**src/design/cop_bus_pkg.sv**
```systemverilog
package cop_bus_pkg;
   // Data bus width
   localparam int unsigned DATA_W = 32;
   // Wait states before the ack, write with strap high, or pipelined write
   localparam logic [1:0] WR_WAIT_FAST = 2'h0;
   // Write wait with strap low, non-pipelined
   localparam logic [1:0] WR_WAIT_SLOW = 2'h1;
   // Read waits; same for both strap values
   localparam logic [1:0] RD_WAIT = 2'h1;
   // Result value after reset
   localparam logic [31:0] RESULT_RST = 32'h0000_0000;
endpackage : cop_bus_pkg

```
**src/design/cop_bus_if.sv**
```systemverilog
`timescale 1ns/10ps
`default_nettype none
// Local bus between host and coprocessor port
interface cop_bus_if;
   // Host driven cycle signals
   logic host_addr_strobe_n;
   logic host_wr;
   logic host_ready_n;
   logic [31:0] wdata;
   // Device ready pin, two signals plus resolved level
   logic dev_rdy_o_n;
   logic dev_rdy_oe;
   logic dev_rdy_n;
   // Device read data with enable
   logic [31:0] rdata;
   logic rdata_oe;
   // Idle line floats high through a pull-up
   assign dev_rdy_n = dev_rdy_oe ? dev_rdy_o_n : 1'b1;
   modport dev (input host_addr_strobe_n, input host_wr,
                input host_ready_n, input wdata,
                output dev_rdy_o_n, output dev_rdy_oe,
                output rdata, output rdata_oe);
   modport host (output host_addr_strobe_n, output host_wr,
                 output host_ready_n, output wdata,
                 input dev_rdy_n, input rdata, input rdata_oe);
endinterface : cop_bus_if
`default_nettype wire

```
**src/design/cop_port_dev.sv**
```systemverilog
`timescale 1ns/10ps
`default_nettype none
// Coprocessor side of the host bus
module cop_port_dev (
   // Clock and reset
   input wire logic clk,
   input wire logic srst,
   // Host bus
   cop_bus_if.dev bus,
   // Strap pin; low selects slow timing, open reads high
   input wire logic cycle_timing_strap_n,
   // User side: instruction written by host
   output logic [31:0] instr_data,
   output logic instr_valid,
   // User side: result to return on reads
   input wire logic [31:0] result_data
);
   import cop_bus_pkg::*;
   // Timing overview of one cycle, counted in clocks of clk:
   // - strobe, direction and ready pins pass two flip-flops before decoding,
   //   so a strobe is acted on two clocks after the host drove it
   // - a start latches the write word at once; data that moves
   //   later, while the host holds its ready back, is not used
   // - the wait counter then runs down to zero and the ack follows
   // - the ack stands until the synchronised host ready is low
   // The two synchroniser stages cost latency on every cycle; this
   // was accepted so the port can sit behind pins that are not
   // timed against clk, at the price of slower acks.
   // Strap high (or open, which reads high): ready is driven at all
   // times out of reset, high when idle. Strap low: ready is floated between
   // acks so that other slaves may share the line.

   // Cycle phases seen from the device side
   typedef enum {
      S_IDLE, // Waiting for a strobe or a pipelined start
      S_WAIT, // Counting wait states before the ack
      S_ACK // Ack driven, waiting for host ready
   } st_e;

   // Whole module state, one register for all of it
   typedef struct packed {
      // Sequencing
      st_e st;              // Cycle phase
      logic [1:0] cnt;      // Wait states still to go
      logic wr;             // Direction of the cycle in progress
      // Pin synchronisers
      logic [1:0] ss;       // Strap sync
      logic [2:0] as_s1;    // First sync stage: strobe, wr, ready
      logic [2:0] as_s2;    // Second sync stage
      logic pipe;           // Strobe seen during previous cycle
      // Ready pin
      logic rdy_n;          // Ready level, low acknowledges
      logic rdy_oe;         // Ready driver enable
      // Read data pins
      logic [31:0] rd;      // Word shown to the host
      logic rd_oe;          // Data driver enable
      // User side
      logic [31:0] ins;     // Last instruction word written
      logic ins_v;          // One clock pulse per write
   } st_s;
   st_s r;                  // Registered state
   st_s n;                  // Next state
   // Decoded views of the second synchroniser stage
   logic ads_n;             // Strobe, active low
   logic wr_s;              // Direction, high for a write
   logic hrdy_n;            // Host ready, active low
   logic strap_low;         // Slow timing selected

   // Synchronised views only; first stage feeds only the second.
   // Reading the first stage anywhere else would let a metastable
   // level reach the decoder.
   always_comb
   begin
      ads_n = r.as_s2[2];
      wr_s = r.as_s2[1];
      hrdy_n = r.as_s2[0];
      // An open strap pin reads high, so it selects fast timing
      strap_low = ~r.ss[1];
   end

   // Next-state logic. Every field starts from its held value, so
   // a branch only names what it changes; pulses and the ready
   // pin are then given their idle values before the case.
   always_comb
   begin
      n = r;
      n.as_s1 = {bus.host_addr_strobe_n, bus.host_wr, bus.host_ready_n};
      n.as_s2 = r.as_s1;
      n.ss = {r.ss[0], cycle_timing_strap_n};
      n.ins_v = 1'b0;
      // Ready driven only in strap-high mode between acks
      n.rdy_oe = ~strap_low;
      n.rdy_n = 1'b1;
      case (r.st)
         S_IDLE:
         begin
            // Start when strobe seen and bus idle or pipelined.
            // A strobe that came while the previous cycle was still
            // open is remembered in pipe, so that start is not lost
            // even though the strobe is long gone by now.
            if (!ads_n || r.pipe)
            begin
               n.wr = wr_s;
               n.pipe = 1'b0;
               if (wr_s)
               begin
                  // Latch at fixed point, later changes ignored
                  n.ins = bus.wdata;
                  n.ins_v = 1'b1;
                  // Pipelined writes take the short path always
                  n.cnt = (strap_low && !r.pipe) ? WR_WAIT_SLOW
                                                 : WR_WAIT_FAST;
               end
               else
               begin
                  // Read: drivers come on now with a dummy word, the
                  // result itself is only loaded with the ack, so the
                  // host must not trust the bus before ready.
                  n.cnt = RD_WAIT;
                  n.rd_oe = 1'b1;
                  n.rd = 32'h0000_0000;
               end
               n.st = S_WAIT;
            end
         end
         S_WAIT:
         begin
            // A new strobe here marks the next cycle as pipelined
            if (!ads_n)
            begin
               n.pipe = 1'b1;
            end
            // Count the wait states down, then acknowledge
            if (r.cnt != 2'h0)
            begin
               n.cnt = r.cnt - 2'h1;
            end
            else
            begin
               // Ack and, on a read, load the result in one step
               n.rdy_n = 1'b0;
               n.rdy_oe = 1'b1;
               if (!r.wr)
                  n.rd = result_data;
               n.st = S_ACK;
            end
         end
         S_ACK:
         begin
            // The host may already be addressing its next cycle
            if (!ads_n)
            begin
               n.pipe = 1'b1;
            end
            if (!hrdy_n)
            begin
               // Host has ended the cycle: release ready and data.
               // In strap-low mode the default above floats ready.
               n.rd_oe = 1'b0;
               n.st = S_IDLE;
            end
            else
            begin
               // Hold ack and data until host ready
               n.rdy_n = 1'b0;
               n.rdy_oe = 1'b1;
            end
         end
         default:
         begin
            // Unreachable phase: go back to idle
            n.st = S_IDLE;
         end
      endcase
   end

   // State register; reset is synchronous to host clock.
   // An asynchronous reset would need its own synchroniser here,
   // the host already delivers one aligned to clk.
   always_ff @(posedge clk)
   begin
      if (srst)
      begin
         // Clear everything, then give the pins their idle levels:
         // strobe and host ready read high, strap reads high
         r <= '0;
         r.st <= S_IDLE;
         r.rdy_n <= 1'b1;
         r.as_s1 <= 3'h5;
         r.as_s2 <= 3'h5;
         r.ss <= 2'h3;
         r.rd <= RESULT_RST;
      end
      else
      begin
         r <= n;
      end
   end

   // Every output comes straight from the state register
   assign bus.dev_rdy_o_n = r.rdy_n;
   assign bus.dev_rdy_oe = r.rdy_oe;
   assign bus.rdata = r.rd;
   assign bus.rdata_oe = r.rd_oe;
   // User side: the word stands until the next write, the valid
   // pulse lasts one clock per write cycle
   assign instr_data = r.ins;
   assign instr_valid = r.ins_v;
endmodule : cop_port_dev
`default_nettype wire

```
**src/flat_wrapper.sv**
```systemverilog
// flat-port wrapper written by rule: the top's interface ports become plain ports
module cop_port_dev_flat import cop_bus_pkg::*;
  (clk, srst, cycle_timing_strap_n, instr_data, instr_valid, result_data, bus_host_addr_strobe_n, bus_host_wr, bus_host_ready_n, bus_wdata, bus_dev_rdy_o_n, bus_dev_rdy_oe, bus_rdata, bus_rdata_oe);
  cop_bus_if bus_i ();
  input wire logic clk;
  input wire logic srst;
  input wire logic cycle_timing_strap_n;
  output logic [31:0] instr_data;
  output logic instr_valid;
  input wire logic [31:0] result_data;
  input wire logic [$bits(bus_i.host_addr_strobe_n)-1:0] bus_host_addr_strobe_n;
  input wire logic [$bits(bus_i.host_wr)-1:0] bus_host_wr;
  input wire logic [$bits(bus_i.host_ready_n)-1:0] bus_host_ready_n;
  input wire logic [$bits(bus_i.wdata)-1:0] bus_wdata;
  output wire logic [$bits(bus_i.dev_rdy_o_n)-1:0] bus_dev_rdy_o_n;
  output wire logic [$bits(bus_i.dev_rdy_oe)-1:0] bus_dev_rdy_oe;
  output wire logic [$bits(bus_i.rdata)-1:0] bus_rdata;
  output wire logic [$bits(bus_i.rdata_oe)-1:0] bus_rdata_oe;
  assign bus_i.host_addr_strobe_n = bus_host_addr_strobe_n;
  assign bus_i.host_wr = bus_host_wr;
  assign bus_i.host_ready_n = bus_host_ready_n;
  assign bus_i.wdata = bus_wdata;
  assign bus_dev_rdy_o_n = bus_i.dev_rdy_o_n;
  assign bus_dev_rdy_oe = bus_i.dev_rdy_oe;
  assign bus_rdata = bus_i.rdata;
  assign bus_rdata_oe = bus_i.rdata_oe;
  cop_port_dev u_core (.clk(clk), .srst(srst), .bus(bus_i), .cycle_timing_strap_n(cycle_timing_strap_n), .instr_data(instr_data), .instr_valid(instr_valid), .result_data(result_data));
endmodule
```
**config.mk**
```make
export PLATFORM = sky130hd
export DESIGN_NAME = cop_port_dev_flat
export DESIGN_NICKNAME = d
export VERILOG_FILES = /design/src/design/cop_bus_pkg.sv /design/src/design/cop_bus_if.sv /design/src/design/cop_port_dev.sv /design/src/flat_wrapper.sv
export SDC_FILE = /design/constraint.sdc
export NUM_CORES = 1
export LEC_CHECK = 0
export ABC_CLOCK_PERIOD_IN_PS = 1300
export BUFFER_PORTS_ARGS = -buffer_cell sky130_fd_sc_hd__buf_4
export CAP_MARGIN = 20
export CORE_ASPECT_RATIO = 1.75
export CORE_MARGIN = 3
export CORE_UTILIZATION = 46
export CTS_BUF_LIST = sky130_fd_sc_hd__clkbuf_4
export DETAILED_ROUTE_END_ITERATION = 8
export PLACE_DENSITY = 0.78
export RECOVER_POWER = 25
export SLEW_MARGIN = 15
export SYNTH_ARGS = -nofsm -noshare
export SYNTH_HDL_FRONTEND = slang
export SYNTH_SLANG_ARGS = --single-unit
```
**constraint.sdc**
```tcl
create_clock -name clk -period 1.3 [get_ports clk]
set_input_delay 0.13 -clock clk [delete_from_list [all_inputs] [get_ports clk]]
set_output_delay 0.13 -clock clk [all_outputs]
set_load 0.005 [all_outputs]
```
==> flow_metrics.env, run 1 <==
export IMPL_numCtsBuffers=9
export IMPL_synth_xor_area_share_pct=0
export IMPL_ys_async_sr_fraction_pct=0
export IMPL_swShare_pct=27.44
export IMPL_cp_required_ns=1.62
export IMPL_grt_pass1_vias=3368
export IMPL_syn_avg_cell_area_um2=8.732
export IMPL_die_h_um=124.8
export IMPL_start_util_pct=48.04
export IMPL_dr_pass1_iters=5
export IMPL_ios=138
export IMPL_synthesis_instances=425
export IMPL_postRouteAntennaNets=0
export IMPL_met2_usage_pct=35.20
export IMPL_min_from="u_core.n[69]"
export IMPL_synth_compound_area_share_pct=6.878
export IMPL_clk_pin_slew_ns=0.11
export IMPL_worst_ep_arrival_time_ns=1.83
export IMPL_synth_nets=500
export IMPL_ys_top_cells_by_count="nand2_1 (102), dfxtp_1 (82), buf_4 (67)"
export IMPL_die_w_um=73.90
export IMPL_crit_fanout=16
export IMPL_violations="negative setup slack"
export IMPL_status="complete, but fails checks"
export IMPL_yosysSeqAreaShare_pct=44.23
export IMPL_worstReg2RegStart="u_core.r[80]"
export IMPL_drt_iter0_drc=111
export IMPL_worstMarginPinSlew_ns=0.3671
export IMPL_netlist_area_mm2=0.003711
export IMPL_drc=0
export IMPL_finClkSkew_ns=0.01333
export IMPL_final_critical_path_setup_slack_ns=-0.2019
export IMPL_critPathCaptureType="flip-flop"
export IMPL_clk_insertion_delay_late_ns=0.40
export IMPL_antenna_found_initial=0
export IMPL_grt_setup_unrepaired="yes"
export IMPL_synthDistinctLibCells=30
export IMPL_p_total_mw=5.883
export IMPL_setup_viol=64
export IMPL_clkPwrFrac_pct=23.5
export IMPL_fin_crit_sh_pct=115.5
export IMPL_cts_buffer_depth=2
export IMPL_design_die_area_mm2=0.009224
export IMPL_gr_usage_met1_pct=22.37
export IMPL_power_frac_seq_pct=44.7
export IMPL_critical_path_class="flip-flop to flip-flop"
export IMPL_ys_warn_count=0
export IMPL_grt_overflow_total=0
export IMPL_dp_hpwl_mm=5.617
export IMPL_gp_congestion=0.9069
export IMPL_synthMostInstantiatedCell="nand2_1"
export IMPL_maxCapViolations=0
export IMPL_max_freq_ghz=0.6658
export IMPL_slew_viol_final=0
export IMPL_p_sw_mw=1.614
export IMPL_hold_class="flip-flop to flip-flop"
export IMPL_met3_usage_pct=6.381
export IMPL_grt_usage_pct=20.74
export IMPL_finalCriticalPeriod_ns=1.502
export IMPL_synthSimpleGateAreaFrac_pct=20.40
export IMPL_synth_top_area_share_pct=44.23
export IMPL_final_nets=659
export IMPL_synth_main_ff_cell="dfxtp_1"
export IMPL_p_per_area_mw_per_mm2=1042
export IMPL_avgViaCountPerCell=4.967
export IMPL_p_comb_share_pct=31.8
export IMPL_grt_start_max_net_pins=36
export IMPL_synth_edff_count=0
export IMPL_synth_top_family_by_area="simple AND/OR/NAND/NOR gates"
export IMPL_root_buffer="clkbuf_4"
export IMPL_synth_adder_area_share_pct=1.686
export IMPL_clock_sinks=82
export IMPL_synthMuxAreaShare_pct=9.811
export IMPL_wl_per_cell_um=15.07
export IMPL_crit_start="u_core.r[80]"
export IMPL_n_antenna_cell=0
export IMPL_num_vias=3353
export IMPL_rows=42
export IMPL_p_leak_nw=2.501
export IMPL_core_mm2=0.007725
export IMPL_hold_violations=0
export IMPL_io_buffers=137
export IMPL_h_tree_depth=3
export IMPL_globalRoute_busiestLayer="met2"
export IMPL_synth_area_top_cells="dfxtp_1 (44%), buf_4 (14%), nand2_1 (10%)"
export IMPL_yosysTopAreaCell="dfxtp_1"
export IMPL_fin_hold_ws_ns=0.4224
export IMPL_syn2layout_area_growth_pct=52.12
export IMPL_finalWirelength_mm=10.18
export IMPL_crit_path_start_kind="flip-flop"
export IMPL_ir_worst_vdd_mv=0.8322
export IMPL_grt_pass1_wl_mm=15.17
export IMPL_drive_gt1_share_pct=36.97
export IMPL_ys_ff_latch=82
export IMPL_cts_tree="done"
export IMPL_relSlewSlack_pct=75.53
export IMPL_internal_power_mw=4.269
==> power groups by stage <==
stage | Sequential, mW | Combinational (mW) | Clock, mW
floorplan | 2.69 | 0.925 | 0
global placement | 2.69 | 1.34 | 0
detailed placement | 2.69 | 1.36 | 0
CTS | 2.63 | 1.76 | 1.43
global route | 2.64 | 2.00 | 1.52
finish | 2.63 | 1.87 | 1.38
==> repair_timing <==
item / CTS / global route
hold buffers: 70 / 0
hold endpoints to repair: 72 / 0
buffers inserted: 3 / 3
setup endpoints to repair: 68 / 70
pin swaps: 7 / 9
resized for setup: 16 / 22
cloned: 2 / 4
==> registers in the layout, summed over array words and instances, names as in the netlist <==
signal / flops
u_core.r: 8
u_core.bus.dev_rdy_o_n: 1
u_core.bus.rdata_oe: 1
u_core.ads_n: 1
u_core.bus.rdata: 32
u_core.bus.dev_rdy_oe: 1
u_core.hrdy_n: 1
u_core.n: 4
u_core.instr_valid: 1
u_core.instr_data: 32
==> worst paths after layout <==
check	end	slack, ns	depth (start not counted)
worst min-delay path	u_core.hrdy_n	0.42	1
worst max register to register	u_core.bus.rdata[30]	-0.20	7
worst max-delay path	u_core.bus.rdata[30]	-0.20	7
worst min register to register	u_core.hrdy_n	0.42	1
==> kinds of logic after synthesis <==
logic type	after synthesis
adder cells (fa/ha/maj)	5
flip-flops	82
AO/OA/AOI/OAI	47
AND/OR/NAND/NOR	164
multiplexers	35
buffers and inverters	92
==> critical path, stage by stage, from the launching register on <==
cell       delay (ns)
dfxtp_4          0.39
buf_6            0.10
ha_4             0.18
nand2_4          0.08
nor2_4           0.22
clkbuf_16        0.23
nand2_1          0.07
mux2i_1          0.14
==> placed cells by master (no fill, tap or decap), drive strengths merged, types with 3 or more instances in the layout <==
master / n
buf: 160
nand2: 102
dfxtp: 82
dlygate4sd3: 70
nand2b: 36
a21oi: 36
mux2i: 34
clkbuf: 14
nor2: 10
or2: 7
inv: 6
ha: 5
o21ai: 4
nor2b: 3
==> area by class of cell <==
| cell class | instances | area [µm²] |
|---|---|---|
| repair buffers | 234 | 2132 |
| fillers | 509 | 2079 |
| flip-flops and latches | 82 | 1648 |
| multi-input cells | 251 | 1605 |
| well taps | 88 | 110.1 |
| clock buffers | 10 | 75.07 |
| clock inverters | 4 | 45.04 |
| inverters | 6 | 30.03 |
==> metal layers <==
metal	vias to the layer above	wire length, µm
met5	-	0
met4	0	253
met3	23	817
met2	153	5501
met1	1566	3602
li1	1611	-
==> stage by stage <==
stage | util [%] | setup TNS [ns] | setup WS [ns] | instances | area, µm²
after floorplan | - | -0.9575 | -0.03070 | 425 | 3794
after global placement | 58.13 | -3.009 | -0.1043 | 580 | 4491
after detailed placement | 58.13 | -4.034 | -0.1494 | 580 | 4491
after CTS | 70.46 | -6.222 | -0.1366 | 669 | 5443
after global routing | 73.08 | -10.38 | -0.2622 | 675 | 5645
final | 73.08 | -5.532 | -0.2019 | 675 | 5645
Note: power is estimated with default switching activity, not from simulation.
==> run 2, diff against run 1 <==
- CORE_ASPECT_RATIO: 1.75 -> 2
==> flow_metrics.env, run 2 (synthesis gave the netlist of run 1 again) <==
export IMPL_status="complete, but fails checks"
export IMPL_violations="negative setup slack"
export IMPL_ff2ff_setup_slack_ns=-0.15
export IMPL_root_buffer="clkbuf_4"
export IMPL_finalCriticalPeriod_ns=1.445
export IMPL_grt_overflow_total=0
export IMPL_p_total_mw=5.649
export IMPL_p_leak_nw=2.367
export IMPL_finClkSkew_ns=0.01769
export IMPL_rows=45
export IMPL_ir_worst_vdd_mv=0.7459
export IMPL_cp_required_ns=1.66
export IMPL_grt_pass1_wl_mm=15.44
export IMPL_drt_iter0_drc=142
export IMPL_maxCapViolations=0
export IMPL_final_common_cell="buf_4"
export IMPL_gp_congestion=0.7962
export IMPL_critPathCaptureType="flip-flop"
export IMPL_crit_fanout=16
export IMPL_io_buffers=137
export IMPL_worstMarginPinSlew_ns=0.4293
export IMPL_hold_violations=0
export IMPL_holdPathStages=1
export IMPL_drive_gt1_share_pct=32.82
export IMPL_fin_crit_sh_pct=111.2
export IMPL_start_util_pct=48.11
export IMPL_worst_ep_arrival_time_ns=1.80
export IMPL_drc=0
export IMPL_grt_start_max_net_pins=35
export IMPL_worstPathCellList="inv_4, ha_4, and3_2, buf_12, nand2_1, a21oi_1"
export IMPL_final_critical_path_setup_slack_ns=-0.1450
export IMPL_clock_sinks=82
export IMPL_dr_pass1_iters=4
export IMPL_dp_hpwl_mm=5.959
export IMPL_finalWirelength_mm=9.911
export IMPL_fin_cells=674
export IMPL_ios=138
export IMPL_crit_path_start_kind="flip-flop"
export IMPL_design_die_area_mm2=0.009246
export IMPL_hold_class="flip-flop to flip-flop"
export IMPL_wl_per_cell_um=14.70
export IMPL_p_per_area_mw_per_mm2=1048
export IMPL_final_nets=649
export IMPL_postRouteAntennaNets=0
export IMPL_cts_buffer_depth=2
export IMPL_avgViaCountPerCell=4.823
export IMPL_cts_tree="done"
export IMPL_antenna_found_initial=1
export IMPL_syn2layout_area_growth_pct=45.31
export IMPL_critPathMaxStageDelay_ns=0.39
export IMPL_dp_cells=584
export IMPL_relSlewSlack_pct=71.38
export IMPL_numCtsBuffers=9
export IMPL_h_tree_depth=3
export IMPL_max_freq_ghz=0.6920
export IMPL_slowest_stage="dfxtp_4"
export IMPL_die_w_um=69.51
export IMPL_critical_path_class="flip-flop to flip-flop"
export IMPL_nFillCells=572
export IMPL_clk_insertion_delay_late_ns=0.44
export IMPL_layout_common_cells="buf_4 (132), nand2_1 (101), dfxtp_1 (80), dlygate4sd3_1 (70), a21oi_1 (36)"
export IMPL_clk_pin_slew_ns=0.14
export IMPL_die_h_um=133.0
export IMPL_core_mm2=0.007714
export IMPL_reg2reg_depth=6
export IMPL_slew_viol_final=0
export IMPL_grt_pass1_vias=3398
export IMPL_setup_viol=69
export IMPL_grt_setup_unrepaired="yes"
export IMPL_grt_usage_pct=20.71
export IMPL_num_vias=3251
run 2: metal layers:
metal | global-route usage, % | vias to the layer above | wire (µm)
li1 | - | 1596 | -
met1 | 19.90 | 1512 | 3526
met2 | 39.20 | 121 | 5562
met3 | 5.019 | 22 | 536
met4 | 11.30 | 0 | 286
met5 | 0 | - | 0
run 2: critical path, delay by kind of cell (launching register included):
family / cells / cell delay, ns
adder cells (fa/ha/maj): 1 / 0.19
AO/OA/AOI/OAI: 1 / 0.20
AND/OR/NAND/NOR: 2 / 0.33
flip-flops: 1 / 0.39
buffers and inverters: 2 / 0.25
run 2: layout make-up:
cell class / instances / area, µm² / share of cell area (%)
Timing Repair Buffer: 224 / 1937 / 35.92
Sequential cell: 82 / 1647 / 30.53
Multi-Input combinational cell: 251 / 1531 / 28.40
Tap cell: 94 / 117.6 / 2.181
Clock buffer: 9 / 67.56 / 1.253
Clock inverter: 7 / 60.06 / 1.114
Inverter: 6 / 30.03 / 0.5568
Antenna cell: 1 / 2.502 / 0.04640
run 2: per-stage QoR:
| stage | cell area, µm² | hold WS (ns) | setup WS [ns] | util [%] | TNS, ns |
|---|---|---|---|---|---|
| final | 5393 | 0.4202 | -0.1450 | 69.91 | -5.776 |
| after global routing | 5393 | 0.4171 | -0.2136 | 69.91 | -10.29 |
| after CTS | 5333 | 0.3962 | -0.1332 | 69.13 | -5.850 |
| after detailed placement | 4483 | 0.3176 | -0.1396 | 58.12 | -4.019 |
| after global placement | 4483 | 0.3165 | -0.08511 | 58.12 | -2.336 |
| after floorplan | 3794 | 0.2338 | -0.03070 | - | -0.9575 |
run 2: repair_timing:
item                                    in CTS  in global routing
pin swaps                                    1                  3
hold endpoints to repair                    73                  0
resized for setup                            4                  7
endpoints found under the setup margin      68                 70
hold buffers                                70                  0
buffers inserted                             1                  0
cloned                                       0                  2
run 2: power by group:
group / total (mW) / switching [mW] / leakage, nW / internal [mW]
Combinational: 1.59 / 0.673 / 1.63 / 0.919
Sequential: 2.64 / 0.0481 / 0.665 / 2.59
Clock: 1.42 / 0.856 / 0.0706 / 0.564
run 2: path summary, 6_finish.rpt:
kind | startpoint | to
min | u_core.n[76] | u_core.r[76]
max | u_core.r[80] | u_core.instr_data[11]
max reg2reg | u_core.r[80] | u_core.instr_data[11]
min reg2reg | u_core.n[76] | u_core.r[76]
==> run 3, diff against run 2 <==
- CTS_BUF_LIST: sky130_fd_sc_hd__clkbuf_4 -> sky130_fd_sc_hd__clkbuf_8
==> flow_metrics.env, run 3 (synthesis gave the netlist of run 1 again) <==
export IMPL_p_comb_share_pct=23.7
export IMPL_design_area_mm2=0.004750
export IMPL_slowest_stage="dfxtp_4"
export IMPL_cp_top_family="flip-flops"
export IMPL_grt_pass1_vias=2934
export IMPL_crit_path_start_kind="flip-flop"
export IMPL_ios=138
export IMPL_nFillCells=664
export IMPL_wl_per_cell_um=13.07
export IMPL_final_common_cell="buf_4"
export IMPL_h_tree_depth=3
export IMPL_layout_common_cells="buf_4 (130), nand2_1 (102), dfxtp_1 (80), a21oi_1 (36), nand2b_1 (35)"
export IMPL_design_die_area_mm2=0.009246
export IMPL_max_freq_ghz=0.7050
export IMPL_core_mm2=0.007714
export IMPL_n_antenna_cell=0
export IMPL_clkPwrFrac_pct=31.6
export IMPL_gp_congestion=0.7962
export IMPL_dp_cells=584
export IMPL_fin_hold_ws_ns=0.02018
export IMPL_die_h_um=133.0
export IMPL_dr_pass1_iters=4
export IMPL_final_nets=581
export IMPL_drive_gt1_share_pct=36.79
export IMPL_p_sw_mw=1.548
export IMPL_maxCapViolations=0
export IMPL_start_util_pct=48.11
export IMPL_cts_buffer_depth=2
export IMPL_drc=0
export IMPL_clk_pin_slew_ns=0.08
export IMPL_hold_class="input pin to flip-flop"
export IMPL_p_leak_nw=2.103
export IMPL_finalCriticalPeriod_ns=1.418
export IMPL_internal_power_mw=4.347
export IMPL_num_vias=2878
export IMPL_antenna_found_initial=0
export IMPL_critPathCaptureType="flip-flop"
export IMPL_violations="negative setup slack"
export IMPL_fin_crit_sh_pct=109.1
export IMPL_p_total_mw=5.895
export IMPL_hold_violations=0
export IMPL_crit_fanout=8
export IMPL_final_critical_path_setup_slack_ns=-0.1184
export IMPL_p_per_area_mw_per_mm2=1241
export IMPL_cts_tree="done"
export IMPL_utilization_pct=61.57
export IMPL_worstPathCellList="inv_4, ha_4, or2_2, o211a_4, mux2i_1, nor2_1"
export IMPL_post_place_ws_ns=-0.1396
export IMPL_grt_pass1_wl_mm=12.88
export IMPL_slew_viol_final=0
export IMPL_finClkSkew_ns=0.009256
export IMPL_grt_start_max_net_pins=35
export IMPL_power_frac_seq_pct=44.6
export IMPL_placed_area_mm2=0.004483
export IMPL_drt_iter0_drc=124
export IMPL_syn2layout_area_growth_pct=27.98
export IMPL_grt_usage_pct=17.11
export IMPL_finalWirelength_mm=7.908
export IMPL_tns_ns=-4.564
export IMPL_clock_sinks=82
export IMPL_numCtsBuffers=9
export IMPL_avgViaCountPerCell=4.757
export IMPL_dp_hpwl_mm=5.959
export IMPL_ir_worst_vdd_mv=0.7692
export IMPL_fin_cells=605
export IMPL_grt_setup_unrepaired="yes"
export IMPL_grt_overflow_total=0
export IMPL_critPathMaxStageDelay_ns=0.40
export IMPL_postRouteAntennaNets=0
export IMPL_root_buffer="clkbuf_8"
export IMPL_worst_ep_arrival_time_ns=1.65
export IMPL_status="complete, but fails checks"
export IMPL_swShare_pct=26.26
export IMPL_clk_insertion_delay_late_ns=0.35
export IMPL_rows=45
export IMPL_cp_required_ns=1.53
export IMPL_relSlewSlack_pct=76.93
export IMPL_critical_path_class="flip-flop to flip-flop"
export IMPL_crit_buf_inv=1
export IMPL_setup_viol=67
export IMPL_die_w_um=69.51
export IMPL_worstMarginPinSlew_ns=0.3460
export IMPL_io_buffers=137
==> run 3: cell count changes in the layout (fill, tap and decap cells not counted), sizes merged <==
cell,before,now
buf,138,136
clkbuf,25,27
diode,1,0
clkinv,5,3
dlygate4sd3,70,4
==> run 3: final timing paths <==
kind | from | end | slack [ns] | cells past startpoint
hold reg to reg | u_core.n[76] | u_core.r[76] | 0.41 | 1
setup / recovery | u_core.r[80] | u_core.r[79] | -0.12 | 6
setup reg to reg | u_core.r[80] | u_core.r[79] | -0.12 | 6
hold / removal | bus_wdata[18] | u_core.instr_data[18] | 0.02 | 3
==> run 3: worst reg2reg max path, stage by stage (launching register included) <==
cell,delay [ns]
dfxtp_4,0.40
inv_4,0.06
ha_4,0.19
or2_2,0.28
o211a_4,0.16
mux2i_1,0.16
nor2_1,0.05
==> run 3: metal layers <==
| layer | part of all wire (%) | up-vias | global-route usage, % |
|---|---|---|---|
| met4 | 3.0 | 0 | 9.674 |
| met3 | 7.1 | 19 | 5.247 |
| met2 | 55 | 111 | 31.60 |
| met1 | 35 | 1297 | 16.31 |
| met5 | 0 | - | 0 |
| li1 | - | 1451 | - |
==> run 3: final cells by class <==
class | instances | area [µm²] | share of cell area [%]
clock buffer | 11 | 151.4 | 3.188
clock inverter | 5 | 52.55 | 1.106
inverter | 6 | 30.03 | 0.6322
multi-input combinational | 251 | 1523 | 32.06
sequential | 82 | 1647 | 34.67
tap | 94 | 117.6 | 2.476
timing repair buffer | 156 | 1229 | 25.87
==> run 3: what timing repair did <==
| item | 4_1_cts | 5_1_grt |
|---|---|---|
| hold buffers | 4 | 0 |
| buffers inserted | 1 | 0 |
| pin swaps | 3 | 1 |
| endpoints found under the hold margin | 4 | 0 |
| gates resized for setup | 5 | 3 |
| endpoints found under the setup margin | 68 | 70 |
==> run 3: power by group through the flow <==
stage	Sequential, mW	Combinational, mW	Clock [mW]
after global placement	2.68	1.31	0
final	2.63	1.40	1.86
after floorplan	2.69	0.925	0
after global routing	2.64	1.51	2.00
after CTS	2.63	1.38	1.91
after detailed placement	2.69	1.33	0
